**src/logic/pwr_ovr_params.svh**
```systemverilog
// constants for the analog power-down override register bank
`ifndef PWR_OVR_PARAMS_SVH
`define PWR_OVR_PARAMS_SVH

// ------------------------------------------------------------------
// register addresses
// ------------------------------------------------------------------
`define PWR_ADDR_LEFT_OVR_B 8'h23
`define PWR_ADDR_LEFT_STATE_A 8'h24
`define PWR_ADDR_LEFT_STATE_B 8'h25
`define PWR_ADDR_RIGHT_OVR_A 8'h26
`define PWR_ADDR_RIGHT_OVR_B 8'h27

// ------------------------------------------------------------------
// writable field masks and reset values
// ------------------------------------------------------------------
`define PWR_MASK_LEFT_OVR_B 8'hFF
`define PWR_MASK_LEFT_STATE_A 8'h3F
`define PWR_MASK_LEFT_STATE_B 8'hFF
`define PWR_MASK_RIGHT_OVR_A 8'h1F
`define PWR_MASK_RIGHT_OVR_B 8'hEF
`define PWR_RESET_VALUE 8'h00
`define PWR_READ_ZERO 8'h00

// ------------------------------------------------------------------
// field positions used by the logic
// ------------------------------------------------------------------
`define PWR_BIT_CHARGE_PUMP 4
`define PWR_BIT_LEFT_GAIN 7
`define PWR_BIT_RIGHT_RSVD 4
`define PWR_BIT_RIGHT_GAIN 7
`define PWR_BIT_RIGHT_DAC 4
`define PWR_BIT_LEFT_LINE_DRV 3
`define PWR_BIT_LEFT_IMP_WHOLE 0
`define PWR_MASK_LEFT_LINE 6'h3F
`define PWR_MASK_RIGHT_STATE_A 5'h1F

`endif

```
**src/logic/pwr_ovr_pkg.sv**
```systemverilog
// types shared by the analog power-down override bank
package pwr_ovr_pkg;

  // register port request
  typedef struct packed {
    logic we;
    logic re;
    logic [7:0] addr;
    logic [7:0] wdata;
  } reg_req_t;

  // one bit per analog sub-block, 1 = powered up
  typedef struct packed {
    logic [7:0] left_b;
    logic [5:0] left_a;
    logic [4:0] right_a;
    logic [7:0] right_b;
  } pwr_vec_t;

endpackage : pwr_ovr_pkg

```
**src/logic/analog_powerdown_override_bank.sv**
```systemverilog
// analog power-down override register bank with power-state selection
`timescale 1ns/1ns
`include "pwr_ovr_params.svh"
module analog_powerdown_override_bank (
  input wire logic clk_sys,
  input wire logic sys_rst,
  input wire pwr_ovr_pkg::reg_req_t reg_req,
  output logic [7:0] reg_rdata,
  output logic reg_rvalid,
  input wire pwr_ovr_pkg::pwr_vec_t auto_pwr_up,
  input wire logic [5:0] left_line_ovr,
  input wire logic [4:0] right_state_a,
  input wire logic [7:0] right_state_b,
  output pwr_ovr_pkg::pwr_vec_t pwr_up
);
  import pwr_ovr_pkg::*;

  // ------------------------------------------------------------------
  // register storage
  // ------------------------------------------------------------------
  logic [7:0] left_power_override_b;
  logic [7:0] left_power_state_a;
  logic [7:0] left_power_state_b;
  logic [7:0] right_power_override_a;
  logic [7:0] right_power_override_b;
  logic [7:0] next_rdata;

  // reserved bits are not stored, so they can never steer a block
  always_ff @(posedge clk_sys) begin
    if (sys_rst) begin
      left_power_override_b <= `PWR_RESET_VALUE;
      left_power_state_a <= `PWR_RESET_VALUE;
      left_power_state_b <= `PWR_RESET_VALUE;
      right_power_override_a <= `PWR_RESET_VALUE;
      right_power_override_b <= `PWR_RESET_VALUE;
    end else if (reg_req.we) begin
      if (reg_req.addr == `PWR_ADDR_LEFT_OVR_B) begin
        left_power_override_b <= reg_req.wdata & `PWR_MASK_LEFT_OVR_B;
      end else if (reg_req.addr == `PWR_ADDR_LEFT_STATE_A) begin
        left_power_state_a <= reg_req.wdata & `PWR_MASK_LEFT_STATE_A;
      end else if (reg_req.addr == `PWR_ADDR_LEFT_STATE_B) begin
        left_power_state_b <= reg_req.wdata & `PWR_MASK_LEFT_STATE_B;
      end else if (reg_req.addr == `PWR_ADDR_RIGHT_OVR_A) begin
        right_power_override_a <= reg_req.wdata & `PWR_MASK_RIGHT_OVR_A;
      end else if (reg_req.addr == `PWR_ADDR_RIGHT_OVR_B) begin
        right_power_override_b <= reg_req.wdata & `PWR_MASK_RIGHT_OVR_B;
      end
    end
  end

  // ------------------------------------------------------------------
  // read decode
  // ------------------------------------------------------------------
  always_comb begin
    if (reg_req.addr == `PWR_ADDR_LEFT_OVR_B) begin
      next_rdata = left_power_override_b;
    end else if (reg_req.addr == `PWR_ADDR_LEFT_STATE_A) begin
      next_rdata = left_power_state_a;
    end else if (reg_req.addr == `PWR_ADDR_LEFT_STATE_B) begin
      next_rdata = left_power_state_b;
    end else if (reg_req.addr == `PWR_ADDR_RIGHT_OVR_A) begin
      next_rdata = right_power_override_a;
    end else if (reg_req.addr == `PWR_ADDR_RIGHT_OVR_B) begin
      next_rdata = right_power_override_b;
    end else begin
      next_rdata = `PWR_READ_ZERO;
    end
  end

  // read data registered; a read in the same cycle as a write sees the old value
  always_ff @(posedge clk_sys) begin
    if (sys_rst) begin
      reg_rdata <= `PWR_READ_ZERO;
      reg_rvalid <= 1'b0;
    end else begin
      reg_rvalid <= reg_req.re;
      if (reg_req.re) begin
        reg_rdata <= next_rdata;
      end
    end
  end

  // ------------------------------------------------------------------
  // power-state selection per group
  // ------------------------------------------------------------------
  pwr_select #(.W(8), .USED(`PWR_MASK_LEFT_OVR_B)) u_left_b (
    .clk_sys(clk_sys),
    .sys_rst(sys_rst),
    .ovr(left_power_override_b),
    .state(left_power_state_b),
    .auto_up(auto_pwr_up.left_b),
    .pwr_up(pwr_up.left_b)
  );

  // overrides for this group live in a neighbouring register outside the bank
  pwr_select #(.W(6), .USED(`PWR_MASK_LEFT_LINE)) u_left_a (
    .clk_sys(clk_sys),
    .sys_rst(sys_rst),
    .ovr(left_line_ovr),
    .state(left_power_state_a[5:0]),
    .auto_up(auto_pwr_up.left_a),
    .pwr_up(pwr_up.left_a)
  );

  // forced states for the right channel come from registers beyond the bank
  pwr_select #(.W(5), .USED(`PWR_MASK_RIGHT_STATE_A)) u_right_a (
    .clk_sys(clk_sys),
    .sys_rst(sys_rst),
    .ovr(right_power_override_a[4:0]),
    .state(right_state_a),
    .auto_up(auto_pwr_up.right_a),
    .pwr_up(pwr_up.right_a)
  );

  pwr_select #(.W(8), .USED(`PWR_MASK_RIGHT_OVR_B)) u_right_b (
    .clk_sys(clk_sys),
    .sys_rst(sys_rst),
    .ovr(right_power_override_b),
    .state(right_state_b),
    .auto_up(auto_pwr_up.right_b),
    .pwr_up(pwr_up.right_b)
  );

  // ------------------------------------------------------------------
  // assertions
  // ------------------------------------------------------------------
  AST_WRITE_LEFT_OVR_B: assert property (@(posedge clk_sys) disable iff (sys_rst)
    reg_req.we && reg_req.addr == `PWR_ADDR_LEFT_OVR_B |=> left_power_override_b == $past(reg_req.wdata))
    else $error("left override write not stored");

  AST_WRITE_LEFT_STATE_A: assert property (@(posedge clk_sys) disable iff (sys_rst)
    reg_req.we && reg_req.addr == `PWR_ADDR_LEFT_STATE_A
    |=> left_power_state_a == ($past(reg_req.wdata) & `PWR_MASK_LEFT_STATE_A))
    else $error("left state a write wrong or reserved bits kept");

  AST_WRITE_LEFT_STATE_B: assert property (@(posedge clk_sys) disable iff (sys_rst)
    reg_req.we && reg_req.addr == `PWR_ADDR_LEFT_STATE_B |=> left_power_state_b == $past(reg_req.wdata))
    else $error("left state b write not stored");

  AST_WRITE_RIGHT_OVR_A: assert property (@(posedge clk_sys) disable iff (sys_rst)
    reg_req.we && reg_req.addr == `PWR_ADDR_RIGHT_OVR_A
    |=> right_power_override_a == ($past(reg_req.wdata) & `PWR_MASK_RIGHT_OVR_A))
    else $error("right override a write wrong");

  AST_RIGHT_RSVD_ZERO: assert property (@(posedge clk_sys) disable iff (sys_rst)
    reg_req.we && reg_req.addr == `PWR_ADDR_RIGHT_OVR_B
    |=> right_power_override_b[`PWR_BIT_RIGHT_RSVD] == 1'b0
        && right_power_override_b == ($past(reg_req.wdata) & `PWR_MASK_RIGHT_OVR_B))
    else $error("right override b write wrong");

  AST_RESET_CLEARS: assert property (@(posedge clk_sys)
    sys_rst |=> left_power_override_b == 8'h00 && left_power_state_a == 8'h00 && left_power_state_b == 8'h00
        && right_power_override_a == 8'h00 && right_power_override_b == 8'h00 && pwr_up == '0)
    else $error("reset did not clear bank");

  AST_READBACK: assert property (@(posedge clk_sys) disable iff (sys_rst)
    reg_req.re && !reg_req.we && reg_req.addr == `PWR_ADDR_LEFT_STATE_B
    |=> reg_rvalid && reg_rdata == left_power_state_b)
    else $error("readback mismatch");

  AST_UNMAPPED_ZERO: assert property (@(posedge clk_sys) disable iff (sys_rst)
    reg_req.re && (reg_req.addr < `PWR_ADDR_LEFT_OVR_B || reg_req.addr > `PWR_ADDR_RIGHT_OVR_B)
    |=> reg_rvalid && reg_rdata == 8'h00)
    else $error("unmapped read not zero");

  AST_FORCED_GAIN: assert property (@(posedge clk_sys) disable iff (sys_rst)
    left_power_override_b[`PWR_BIT_LEFT_GAIN]
    |=> pwr_up.left_b[`PWR_BIT_LEFT_GAIN] == $past(left_power_state_b[`PWR_BIT_LEFT_GAIN]))
    else $error("forced gain state not applied");

  AST_AUTO_PUMP: assert property (@(posedge clk_sys) disable iff (sys_rst)
    !left_power_override_b[`PWR_BIT_CHARGE_PUMP]
    |=> pwr_up.left_b[`PWR_BIT_CHARGE_PUMP] == $past(auto_pwr_up.left_b[`PWR_BIT_CHARGE_PUMP]))
    else $error("charge pump not on automatic control");

  AST_FORCED_RIGHT_DAC: assert property (@(posedge clk_sys) disable iff (sys_rst)
    right_power_override_a[`PWR_BIT_RIGHT_DAC]
    |=> pwr_up.right_a[`PWR_BIT_RIGHT_DAC] == $past(right_state_a[`PWR_BIT_RIGHT_DAC]))
    else $error("forced right dac state not applied");

  AST_FORCED_PUMP: assert property (@(posedge clk_sys) disable iff (sys_rst)
    left_power_override_b[`PWR_BIT_CHARGE_PUMP]
    |=> pwr_up.left_b[`PWR_BIT_CHARGE_PUMP] == $past(left_power_state_b[`PWR_BIT_CHARGE_PUMP]))
    else $error("forced charge pump state not applied");

  AST_FORCED_IMP_WHOLE: assert property (@(posedge clk_sys) disable iff (sys_rst)
    left_power_override_b[`PWR_BIT_LEFT_IMP_WHOLE]
    |=> pwr_up.left_b[`PWR_BIT_LEFT_IMP_WHOLE] == $past(left_power_state_b[`PWR_BIT_LEFT_IMP_WHOLE]))
    else $error("forced whole impedance state not applied");

  AST_AUTO_LEFT_GAIN: assert property (@(posedge clk_sys) disable iff (sys_rst)
    !left_power_override_b[`PWR_BIT_LEFT_GAIN]
    |=> pwr_up.left_b[`PWR_BIT_LEFT_GAIN] == $past(auto_pwr_up.left_b[`PWR_BIT_LEFT_GAIN]))
    else $error("left gain not on automatic control");

  // overrides for the line group arrive as a port, so this guards the wiring of that port
  AST_FORCED_LEFT_LINE: assert property (@(posedge clk_sys) disable iff (sys_rst)
    left_line_ovr[`PWR_BIT_LEFT_LINE_DRV]
    |=> pwr_up.left_a[`PWR_BIT_LEFT_LINE_DRV] == $past(left_power_state_a[`PWR_BIT_LEFT_LINE_DRV]))
    else $error("forced left line driver state not applied");

  AST_LEFT_A_RSVD_ZERO: assert property (@(posedge clk_sys) disable iff (sys_rst)
    (left_power_state_a & ~`PWR_MASK_LEFT_STATE_A) == `PWR_READ_ZERO)
    else $error("left state a reserved bits set");

  AST_RIGHT_A_RSVD_ZERO: assert property (@(posedge clk_sys) disable iff (sys_rst)
    (right_power_override_a & ~`PWR_MASK_RIGHT_OVR_A) == `PWR_READ_ZERO)
    else $error("right override a reserved bits set");

  AST_AUTO_RIGHT_GAIN: assert property (@(posedge clk_sys) disable iff (sys_rst)
    !right_power_override_b[`PWR_BIT_RIGHT_GAIN]
    |=> pwr_up.right_b[`PWR_BIT_RIGHT_GAIN] == $past(auto_pwr_up.right_b[`PWR_BIT_RIGHT_GAIN]))
    else $error("right gain not on automatic control");

  AST_RIGHT_PWR_RSVD_DOWN: assert property (@(posedge clk_sys) disable iff (sys_rst)
    pwr_up.right_b[`PWR_BIT_RIGHT_RSVD] == 1'b0)
    else $error("reserved right position powered up");

  AST_READ_VALID: assert property (@(posedge clk_sys) disable iff (sys_rst)
    reg_req.re |=> reg_rvalid)
    else $error("read not answered");

  AST_READ_VALID_DROP: assert property (@(posedge clk_sys) disable iff (sys_rst)
    !reg_req.re |=> !reg_rvalid)
    else $error("read valid without a read");

  // a register changing with no write would otherwise show only as a wrong readback much later
  AST_HOLD_WITHOUT_WRITE: assert property (@(posedge clk_sys) disable iff (sys_rst)
    !reg_req.we
    |=> $stable(left_power_override_b) && $stable(left_power_state_a) && $stable(left_power_state_b)
        && $stable(right_power_override_a) && $stable(right_power_override_b))
    else $error("register changed without a write");

endmodule : analog_powerdown_override_bank

```
**src/logic/pwr_select.sv**
```systemverilog
// per-bit selection between automatic and forced power state
`timescale 1ns/1ns
module pwr_select #(
  parameter int W = 8,
  parameter logic [W-1:0] USED = '1
) (
  input wire logic clk_sys,
  input wire logic sys_rst,
  input wire logic [W-1:0] ovr,
  input wire logic [W-1:0] state,
  input wire logic [W-1:0] auto_up,
  output logic [W-1:0] pwr_up
);

  // ------------------------------------------------------------------
  // one flop per sub-block; reserved positions stay powered down
  // ------------------------------------------------------------------
  for (genvar i = 0; i < W; i++) begin : g_bit
    always_ff @(posedge clk_sys) begin
      if (sys_rst) begin
        pwr_up[i] <= 1'b0;
      end else if (!USED[i]) begin
        pwr_up[i] <= 1'b0;
      end else if (ovr[i]) begin
        pwr_up[i] <= state[i];
      end else begin
        pwr_up[i] <= auto_up[i];
      end
    end
  end

endmodule : pwr_select

```
**config.mk**
```make
export PLATFORM = sky130hd
export DESIGN_NAME = analog_powerdown_override_bank
export DESIGN_NICKNAME = d
export VERILOG_FILES = /design/src/logic/pwr_ovr_pkg.sv /design/src/logic/analog_powerdown_override_bank.sv /design/src/logic/pwr_select.sv
export VERILOG_INCLUDE_DIRS = /design/src /design/src/logic
export SDC_FILE = /design/constraint.sdc
export NUM_CORES = 1
export LEC_CHECK = 0
export BUFFER_PORTS_ARGS = -buffer_cell sky130_fd_sc_hd__clkbuf_2
export CAP_MARGIN = 30
export CORE_AREA = 2 2 79 81
export CTS_CLUSTER_SIZE = 10
export DETAILED_ROUTE_END_ITERATION = 10
export DIE_AREA = 0 0 81 83
export HOLD_SLACK_MARGIN = 0.12
export PLACE_DENSITY = 0.79
export SLEW_MARGIN = 25
export SYNTH_ARGS = -nofsm -noshare
export SYNTH_HDL_FRONTEND = slang
export SYNTH_SLANG_ARGS = --single-unit
export TNS_END_PERCENT = 10
```
**constraint.sdc**
```tcl
create_clock -name clk_sys -period 2.1 [get_ports clk_sys]
set_clock_uncertainty 0.15 [all_clocks]
set_input_delay 0.105 -clock clk_sys [delete_from_list [all_inputs] [get_ports clk_sys]]
set_output_delay 0.105 -clock clk_sys [all_outputs]
set_load 0.05 [all_outputs]
```
==> summary.txt, run 1 <==
number of max-cap violations - 0
fill count - 437
data arrival time of the critical path - 2110 ps
placed cell area - 3413 sq um
Finished Cell Area - 4278 sq um
Reg2Reg Setup Slack - 70 ps
FMAX - 0.4927 GHz
first-pass GRT wire length - 11970 um
Critical Path Start Type - flop
path depth of the worst reg2reg path - 4
antenna cells - 0
most common cell after layout, fill and taps aside - clkbuf_2
GR Util All Layers - 0.2326
worst vdd ir - 0.4651 mV
clock buffer depth - 2
worst skew pair latency - 340 ps
Cell Area, Synth - 2784 sq um
worst min path class - in -> reg
register area share after synthesis - 0.4962
combinational cell fraction of total power - 0.145
row cnt - 28
starting density of the core - 0.4787
Core Area - 5816 sq um
total negative slack - 0 ps
final net count - 508
RSZ-0062 raised after global routing - false
DR vias - 2591
Sw Share - 0.2486
vias in the first global route - 2571
pin count of the biggest net entering global routing - 31
die area - 6723 sq um
Clock transition at path regs - 70 ps
sequential power share - 0.478
initial antenna violation count - 0
CTS tree - done
cell area power density - 660.3 nW/um^2
layout cell share with drive strength beyond 1 - 0.3094
final WL - 7501 um
Synthesized Nets - 332
data required time of the worst path - 2180 ps
CTS root buf - clkbuf_8
DRT Pass-1 Iters - 4
Seq. cell area - 1383 sq um
H-tree lvl count - 3
Psw - 702.2 uW
# DRC - 0
clock network fraction of design power - 0.378
Final Hold Vio Count - 0
routed length per instance - 14.40 um
IO Port Bufs - 98
I/O pin count - 102
crit path kind - reg -> reg
Crit Reg-Reg Startpoint - right_power_override_a[4]
Area Overhead vs Synth - 53.66%
post-synthesis cell count - 266
crit path capture - u_right_a.pwr_up[4]
CP max FO - 3
HPWL after DPL - 4715 um
area of the multi-input gates - 1316 sq um
outcome - finished clean
vias per cell - 4.973
Yosys cell types - 24
Die W - 81 um
Worst Setup SP - right_power_override_a[4]
register bit total from synthesis - 69
Post-CTS Setup Inserts - 0
final slew viol count - 0
worst reg2reg endpoint - u_right_a.pwr_up[4]
die height - 83 um
Yosys warning count - 0
Final setup viols - 0
Final period util - 0.9665
Post-Syn Area per Cell - 10.47 sq um
P_leak - 0.001794 uW
commonest cells after routing, fill and taps aside - clkbuf_2, dfxtp_1, nor2_1, dlygate4sd3_1, mux2i_1
CTS buffer count - 9
initial DRC count - 138
crit path capture type - flop
Internal - 2122 uW
Final GP Congestion - 0.8045
Clock Sinks - 69
Tmin final - 2030 ps
ANT nets after route - 0
Power Total - 2824 uW
grt ovf - 0
sequential cells by signal (all words and copies together) (netlist names):
| signal | flops |
|---|---|
| reg_rdata | 8 |
| left_power_state_a | 6 |
| u_right_a.pwr_up | 5 |
| right_power_override_a | 5 |
| right_power_override_b | 7 |
| left_power_state_b | 8 |
| left_power_override_b | 8 |
| u_left_a.pwr_up | 6 |
| reg_rvalid | 1 |
| u_left_b.pwr_up | 8 |
| u_right_b.pwr_up | 7 |
metal layers:
metal  routed length, um  vias up  global-route usage
met1                3000     1233              0.2647
met2                4005       81              0.4057
met4                  95        0             0.07858
met5                   0        -                   0
li1                    -     1270                   -
met3                 399        7             0.07065
final cells by class:
| type | count | share of cell area |
|---|---|---|
| inverters | 5 | 0.004387 |
| flip-flops and latches | 69 | 0.3232 |
| well taps | 75 | 0.02194 |
| clock buffers | 14 | 0.03802 |
| clock inverters | 1 | 0.007020 |
| multi-input cells | 177 | 0.3077 |
| repair buffers | 180 | 0.2977 |
synth_stat cells, drive strengths merged:
cell type  instances  share of area
mux2i             62           0.22
or4b               1         0.0049
inv                5         0.0067
nor2b              2         0.0045
conb               1         0.0013
mux2               2         0.0081
nor2              67          0.090
nand2b             3         0.0067
nand2             11          0.015
o21ai              2         0.0036
clkbuf            11          0.015
nand3              2         0.0036
nand3b             2         0.0054
o32ai              4          0.013
dfxtp             69           0.50
nor3               2         0.0076
mux4               4          0.032
a311oi             4          0.013
buf                4         0.0094
a22oi              4          0.011
nor4               4          0.031
power groups by stage:
stage	Sequential [uW]	Combinational [uW]	Clock, uW
after detailed placement	1380	309	0
after global placement	1380	303	0
after global routing	1350	436	1140
final	1350	409	1070
after floorplan	1480	91.2	0
after CTS	1350	403	1080
critical path: stages (launching register included):
cell	delay, ps
dfxtp_2	360
mux2i_1	220
dlygate4sd3_1	570
nor2_1	50
dlygate4sd3_1	580
worst min-delay path by stage:
| stage | start | to | slack, ps | depth (start not counted) |
|---|---|---|---|---|
| 2_1_floorplan | auto_pwr_up[13] | u_left_a.pwr_up[0] | 100 | 2 |
| 3_3_place_gp | auto_pwr_up[3] | u_right_b.pwr_up[3] | 180 | 3 |
| 3_5_place_dp | auto_pwr_up[22] | u_left_b.pwr_up[3] | 190 | 3 |
| 4_1_cts | reg_req[12] | reg_rdata[4] | 200 | 5 |
| 5_1_grt | reg_req[17] | right_power_override_a[3] | 230 | 6 |
| 6_report | reg_req[17] | right_power_override_a[3] | 220 | 6 |
per-stage QoR:
stage	setup slack (ps)	instances	util	hold WS (ps)
2_1_floorplan	204.9	266	-	98.94
3_3_place_gp	216.6	439	0.5869	182.4
3_5_place_dp	174.1	439	0.5869	192.0
4_1_cts	96.08	521	0.7354	203.2
5_1_grt	7.608	521	0.7356	228.9
6_report	70.41	521	0.7356	217.0
what timing repair did:
item                                   CTS  global route
endpoints found under the hold margin   69             0
hold buffers                            67             0
setup endpoints to repair                0             1
gates resized for setup                  0             1
cells by family after synthesis:
logic type | after synthesis | synth area share
simple gates | 94 | 0.1685
mux | 68 | 0.2634
buf+inv | 20 | 0.03101
compound gates | 14 | 0.03955
flops | 69 | 0.4962
other cells | 1 | 0.001347
Power figures use the tool's default switching activity.
==> run 2: changes to the inputs <==
Settings changed: BUFFER_PORTS_ARGS -buffer_cell sky130_fd_sc_hd__clkbuf_2 to unset, CORE_AREA 2 2 79 81 to 2 2 72 74, DIE_AREA 0 0 81 83 to 0 0 74 76, DONT_BUFFER_PORTS set to 1, GPL_ROUTABILITY_DRIVEN set to 0, PLACE_DENSITY 0.79 to 0.75.
==> run 2 against run 1 <==
Net effect: total power is 2.2% higher; routed wire length is 7.4% lower; sequential power is 7% higher; global-route usage is 3.1 points higher.
==> summary.txt, run 2 (same netlist as run 1, synthesis figures left out) <==
number of max-cap violations - 0 (unchanged)
Clock transition at path regs - 70 ps (about the same)
delay-heaviest family, CP - buffers and inverters
dpl ws - 321.3 ps (+147.2 ps)
routed length per instance - 16.62 um (+15%)
Die W - 74 um (-8.6%)
crit path kind - in -> reg
die area - 5624 sq um (-16%)
worst min path class - in -> reg
initial DRC count - 99 (-28%)
ANT nets after route - 0 (unchanged)
final slew viol count - 0 (unchanged)
commonest cells after routing, fill and taps aside - dfxtp_1, nor2_1, dlygate4sd3_1
I/O pin count - 102 (unchanged)
Critical Path Start Type - input pin
worst slew pin tran - 561.8 ps
area of the multi-input gates - 1316 sq um (unchanged)
DR vias - 2222 (-14%)
antenna cells - 0 (unchanged)
first-pass GRT wire length - 11180 um (-6.6%)
Seq. cell area - 1381 sq um (about the same)
die height - 76 um (-8.4%)
Slew headroom - 0.6254
placed cell area - 2902 sq um (-15%)
# placed instances - 334 (-24%)
GR Util All Layers - 0.2633 (+0.03075)
Tmin final - 2003 ps (-26.94 ps)
worst skew pair latency - 340 ps (about the same)
RSZ-0062 raised after global routing - false
Clock Sinks - 69 (unchanged)
FMAX - 0.4993 GHz (+1.3%)
outcome - finished clean
Max stage delay on crit path - 650 ps (+70 ps)
CTS root buf - clkbuf_8
final std cells w/o fill - 418 (-20%)
Critical path buffers and inverters - 3 (+1)
HPWL after DPL - 3816 um (-19%)
P_leak - 0.001398 uW (-22%)
cell mode on critical path - dlygate4sd3_1
worst vdd ir - 0.4518 mV (-2.9%)
DRT Pass-1 Iters - 6 (+2)
crit-path cells - dlygate4sd3_1, nor4_4, buf_4, dlygate4sd3_1, mux2i_1, nor2_1
final net count - 409 (-19%)
Final setup viols - 0 (unchanged)
# DRC - 0 (unchanged)
final WL - 6949 um (-7.4%)
Core Area - 4912 sq um (-16%)
Finished Cell Area - 3831 sq um (-10%)
initial antenna violation count - 0 (unchanged)
worst setup margin - 97.35 ps (+26.94 ps)
grt ovf - 0 (unchanged)
vias per cell - 5.316 (+6.9%)
crit path capture type - flop
Post-CTS Setup Inserts - 0 (unchanged)
Power Total - 2887 uW (+2.2%)
Final Hold Vio Count - 0 (unchanged)
Crit-path slowest cell - dlygate4sd3_1
layout cell share with drive strength beyond 1 - 0.1149 (-0.1945)
row cnt - 26 (-7.1%)
fill count - 338 (-23%)
clock buffer depth - 2 (unchanged)
CP max FO - 3 (unchanged)
data arrival time of the critical path - 2080 ps (-30 ps)
CTS tree - done
starting density of the core - 0.5667 (+0.08803)
CTS buffer count - 9 (unchanged)
vias in the first global route - 2388 (-7.1%)
data required time of the worst path - 2180 ps (about the same)
H-tree lvl count - 3 (unchanged)
IO Port Bufs - 0 (-100%)
Area Overhead vs Synth - 37.62%
total negative slack - 0 ps (unchanged)
most common cell after layout, fill and taps aside - dfxtp_1
Final period util - 0.9536 (-0.01283)
pin count of the biggest net entering global routing - 70 (+130%)
cell area power density - 753.5 nW/um^2 (+14%)
-- run 2: cell count changes in the layout (fill, tap and decap cells not counted), sizes merged --
cell,delta
clkbuf,-99
buf,-1
dlygate4sd3,-2
clkinvlp,+1
dlymetal6s4s,+2
bufinv,+1
-- run 2: final cells by class --
| type | count | area share |
|---|---|---|
| Clock inverter | 3 | 0.01764 |
| Inverter | 5 | 0.004899 |
| Timing Repair Buffer | 81 | 0.2090 |
| Multi-Input combinational cell | 177 | 0.3436 |
| Tap cell | 70 | 0.02286 |
| Sequential cell | 69 | 0.3605 |
| Clock buffer | 13 | 0.04148 |
-- run 2: tightest hold or removal path, stage by stage --
cell and delay (ps):
nand2b_1 180, nor2_1 140, nand2_1 70, a311oi_1 70
-- run 2: timing repair --
| item | in CTS | in global routing |
|---|---|---|
| hold endpoints to repair | 69 | 0 |
| resized for setup | 0 | 2 |
| setup endpoints to repair | 0 | 3 |
| hold buffers | 68 | 0 |
-- run 2: report_power, final --
part	leakage [uW]	total, uW	switching (uW)	internal (uW)
sequential	0.000563	1450	114	1340
clock	0.000110	1220	488	735
combinational	0.000725	211	96.2	115
-- run 2: path summary, 6_finish.rpt --
check	startpoint	endpoint	slack, ps	cells past startpoint
worst max-delay path	reg_req[11]	left_power_state_a[0]	100	6
worst min-delay path	reg_req[10]	reg_rdata[1]	120	4
worst max register to register	left_power_state_a[4]	u_left_a.pwr_up[4]	210	4
worst min register to register	reg_rdata[1]	reg_rdata[1]	330	2
-- run 2: through the flow --
step	util	hold slack (ps)
after floorplan	-	98.94
after global placement	0.5907	32.12
after detailed placement	0.5907	33.90
after CTS	0.7789	120.4
after global routing	0.7799	156.6
final	0.7799	122.6
-- run 2: layer usage --
| layer | GRT usage | vias up | wire [um] |
|---|---|---|---|
| met5 | 0 | - | 0 |
| met4 | 0.09818 | 0 | 72 |
| met3 | 0.07804 | 8 | 457 |
| met2 | 0.4402 | 80 | 3635 |
| met1 | 0.3137 | 1061 | 2784 |
| li1 | - | 1073 | - |
==> run 3: changes to the inputs <==
Settings changed: CORE_AREA 2 2 72 74 to 2 2 78 80, DIE_AREA 0 0 74 76 to 0 0 80 82, PLACE_DENSITY 0.75 to 0.66, SKIP_CTS_REPAIR_TIMING set to 1.
==> run 3 against run 2 <==
Net effect: sequential share of layout area shrank 0.34 points; worst hold slack lost 94 ps; total power shrank 5.3%; register-to-register slack lost 140 ps; sequential cell count is the same; first-iteration DRC count grew 16%; core utilization shrank 11 points; sequential power is essentially flat; die area grew 17%.
==> summary.txt, run 3 (same netlist as run 1, synthesis figures left out) <==
# DRC - 0 (unchanged)
CTS tree - done
worst min path class - in -> reg
Hold Path End - reg_rdata[5]
crit-path cells - mux2i_1, dlygate4sd3_1, nor2_1, dlygate4sd3_1
RSZ-0062 raised after global routing - false
starting density of the core - 0.4845 (-0.08220)
worst vdd ir - 0.5263 mV (+16%)
die area - 6560 sq um (+17%)
Clock Sinks - 69 (unchanged)
IO Port Bufs - 0 (unchanged)
Power Total - 2733 uW (-5.3%)
vias per cell - 5.214 (-1.9%)
CTS buffer count - 9 (unchanged)
final net count - 416 (+1.7%)
cell mode on critical path - dlygate4sd3_1
CTS root buf - clkbuf_8
P_leak - 0.001403 uW (+0.33%)
grt ovf - 0 (unchanged)
path depth of the worst reg2reg path - 4 (unchanged)
Finished Cell Area - 3867 sq um (+0.95%)
number of max-cap violations - 0 (unchanged)
cell area power density - 706.6 nW/um^2 (-6.2%)
Tmin final - 2031 ps (+28.28 ps)
first-pass GRT wire length - 9121 um (-18%)
Max stage delay on crit path - 570 ps (-80 ps)
pin count of the biggest net entering global routing - 70 (unchanged)
fill count - 477 (+41%)
CP max FO - 3 (unchanged)
Hold WS - 28.45 ps (-94.19 ps)
GR Util All Layers - 0.1877 (-0.07558)
initial antenna violation count - 0 (unchanged)
vias in the first global route - 1878 (-21%)
final std cells w/o fill - 430 (+2.9%)
Final period util - 0.9671 (+0.01347)
crit path kind - reg -> reg
initial DRC count - 115 (+16%)
most common cell after layout, fill and taps aside - dlygate4sd3_1
worst hold stages - 4 (unchanged)
HPWL after DPL - 4057 um (+6.3%)
clock buffer depth - 2 (unchanged)
layout cell share with drive strength beyond 1 - 0.1155 (+0.0005504)
routed length per instance - 16.54 um (-0.51%)
worst slew pin tran - 543.8 ps (-18.04 ps)
placed cell area - 2908 sq um (+0.22%)
HP Start - reg_req[8]
I/O pin count - 102 (unchanged)
total negative slack - 0 ps (unchanged)
ANT nets after route - 0 (unchanged)
outcome - finished clean
data arrival time of the critical path - 2110 ps (+30 ps)
Final setup viols - 0 (unchanged)
worst reg2reg endpoint - u_right_b.pwr_up[0]
DRT Pass-1 Iters - 4 (-2)
H-tree lvl count - 3 (unchanged)
Core Area - 5746 sq um (+17%)
commonest cells after routing, fill and taps aside - dlygate4sd3_1, dfxtp_1, nor2_1
Crit Reg-Reg Startpoint - right_power_override_b[0]
final slew viol count - 0 (unchanged)
Slew headroom - 0.6370 (+0.01153)
crit path capture type - flop
Reg2Reg Setup Slack - 70 ps (-140 ps)
Critical Path Start Type - flop
# placed instances - 339 (+1.5%)
DR vias - 2242 (+0.90%)
Clock transition at path regs - 70 ps (about the same)
Crit-path slowest cell - dlygate4sd3_1
Final Hold Vio Count - 0 (unchanged)
die height - 82 um (+7.9%)
FMAX - 0.4924 GHz (-1.4%)
data required time of the worst path - 2180 ps (about the same)
Area Overhead vs Synth - 38.92%
antenna cells - 0 (unchanged)
final WL - 7112 um (+2.3%)
worst skew pair latency - 340 ps (about the same)
row cnt - 28 (+7.7%)
Die W - 80 um (+8.1%)
==> run 3: cell type report <==
class	instances	area (sq um)	share of cell area
clock buffer	11	141.4	0.03656
inverter	5	18.77	0.004853
clock inverter	5	50.05	0.01294
multi-input combinational	177	1316	0.3403
tap	75	93.84	0.02426
sequential	69	1381	0.3572
timing repair buffer	88	865.8	0.2239
==> run 3: report_power, final <==
group | leakage [uW] | switching (uW) | total (uW) | internal [uW]
combinational | 0.000737 | 97.6 | 217 | 119
clock | 0.000103 | 493 | 1070 | 573
sequential | 0.000563 | 111 | 1450 | 1340
==> run 3: metal layers <==
layer,up-vias,track usage,routed length [um]
met4,0,0.08136,119
met1,1059,0.2347,2907
met2,90,0.2950,3605
li1,1081,-,-
met3,12,0.06484,478
met5,-,0,0
==> run 3: critical path: cells and delay by family (launching register included) <==
family / cells / cell delay [ps]
and+or+nand+nor: 1 / 50
muxes: 1 / 200
buffers and inverters: 2 / 1130
DFF: 1 / 380
==> run 3: per-stage QoR <==
stage,setup WS (ps),utilization
floorplan,204.9,-
global placement,225.1,0.5061
detailed placement,209.7,0.5061
CTS,574.0,0.5394
global route,40.74,0.6731
finish,69.06,0.6731
==> run 3: worst max path at each step <==
stage                     cells after the start  slack, ps                   endpoint                      start
after floorplan                               5        200   left_power_override_b[0]                reg_req[15]
after global placement                        5        230  right_power_override_b[0]                reg_req[15]
after detailed placement                      5        210  right_power_override_b[7]                reg_req[15]
after CTS                                     5        570  right_power_override_b[1]                reg_req[15]
after global routing                          4         40        u_right_a.pwr_up[0]  right_power_override_a[0]
final                                         4         70        u_right_b.pwr_up[0]  right_power_override_b[0]
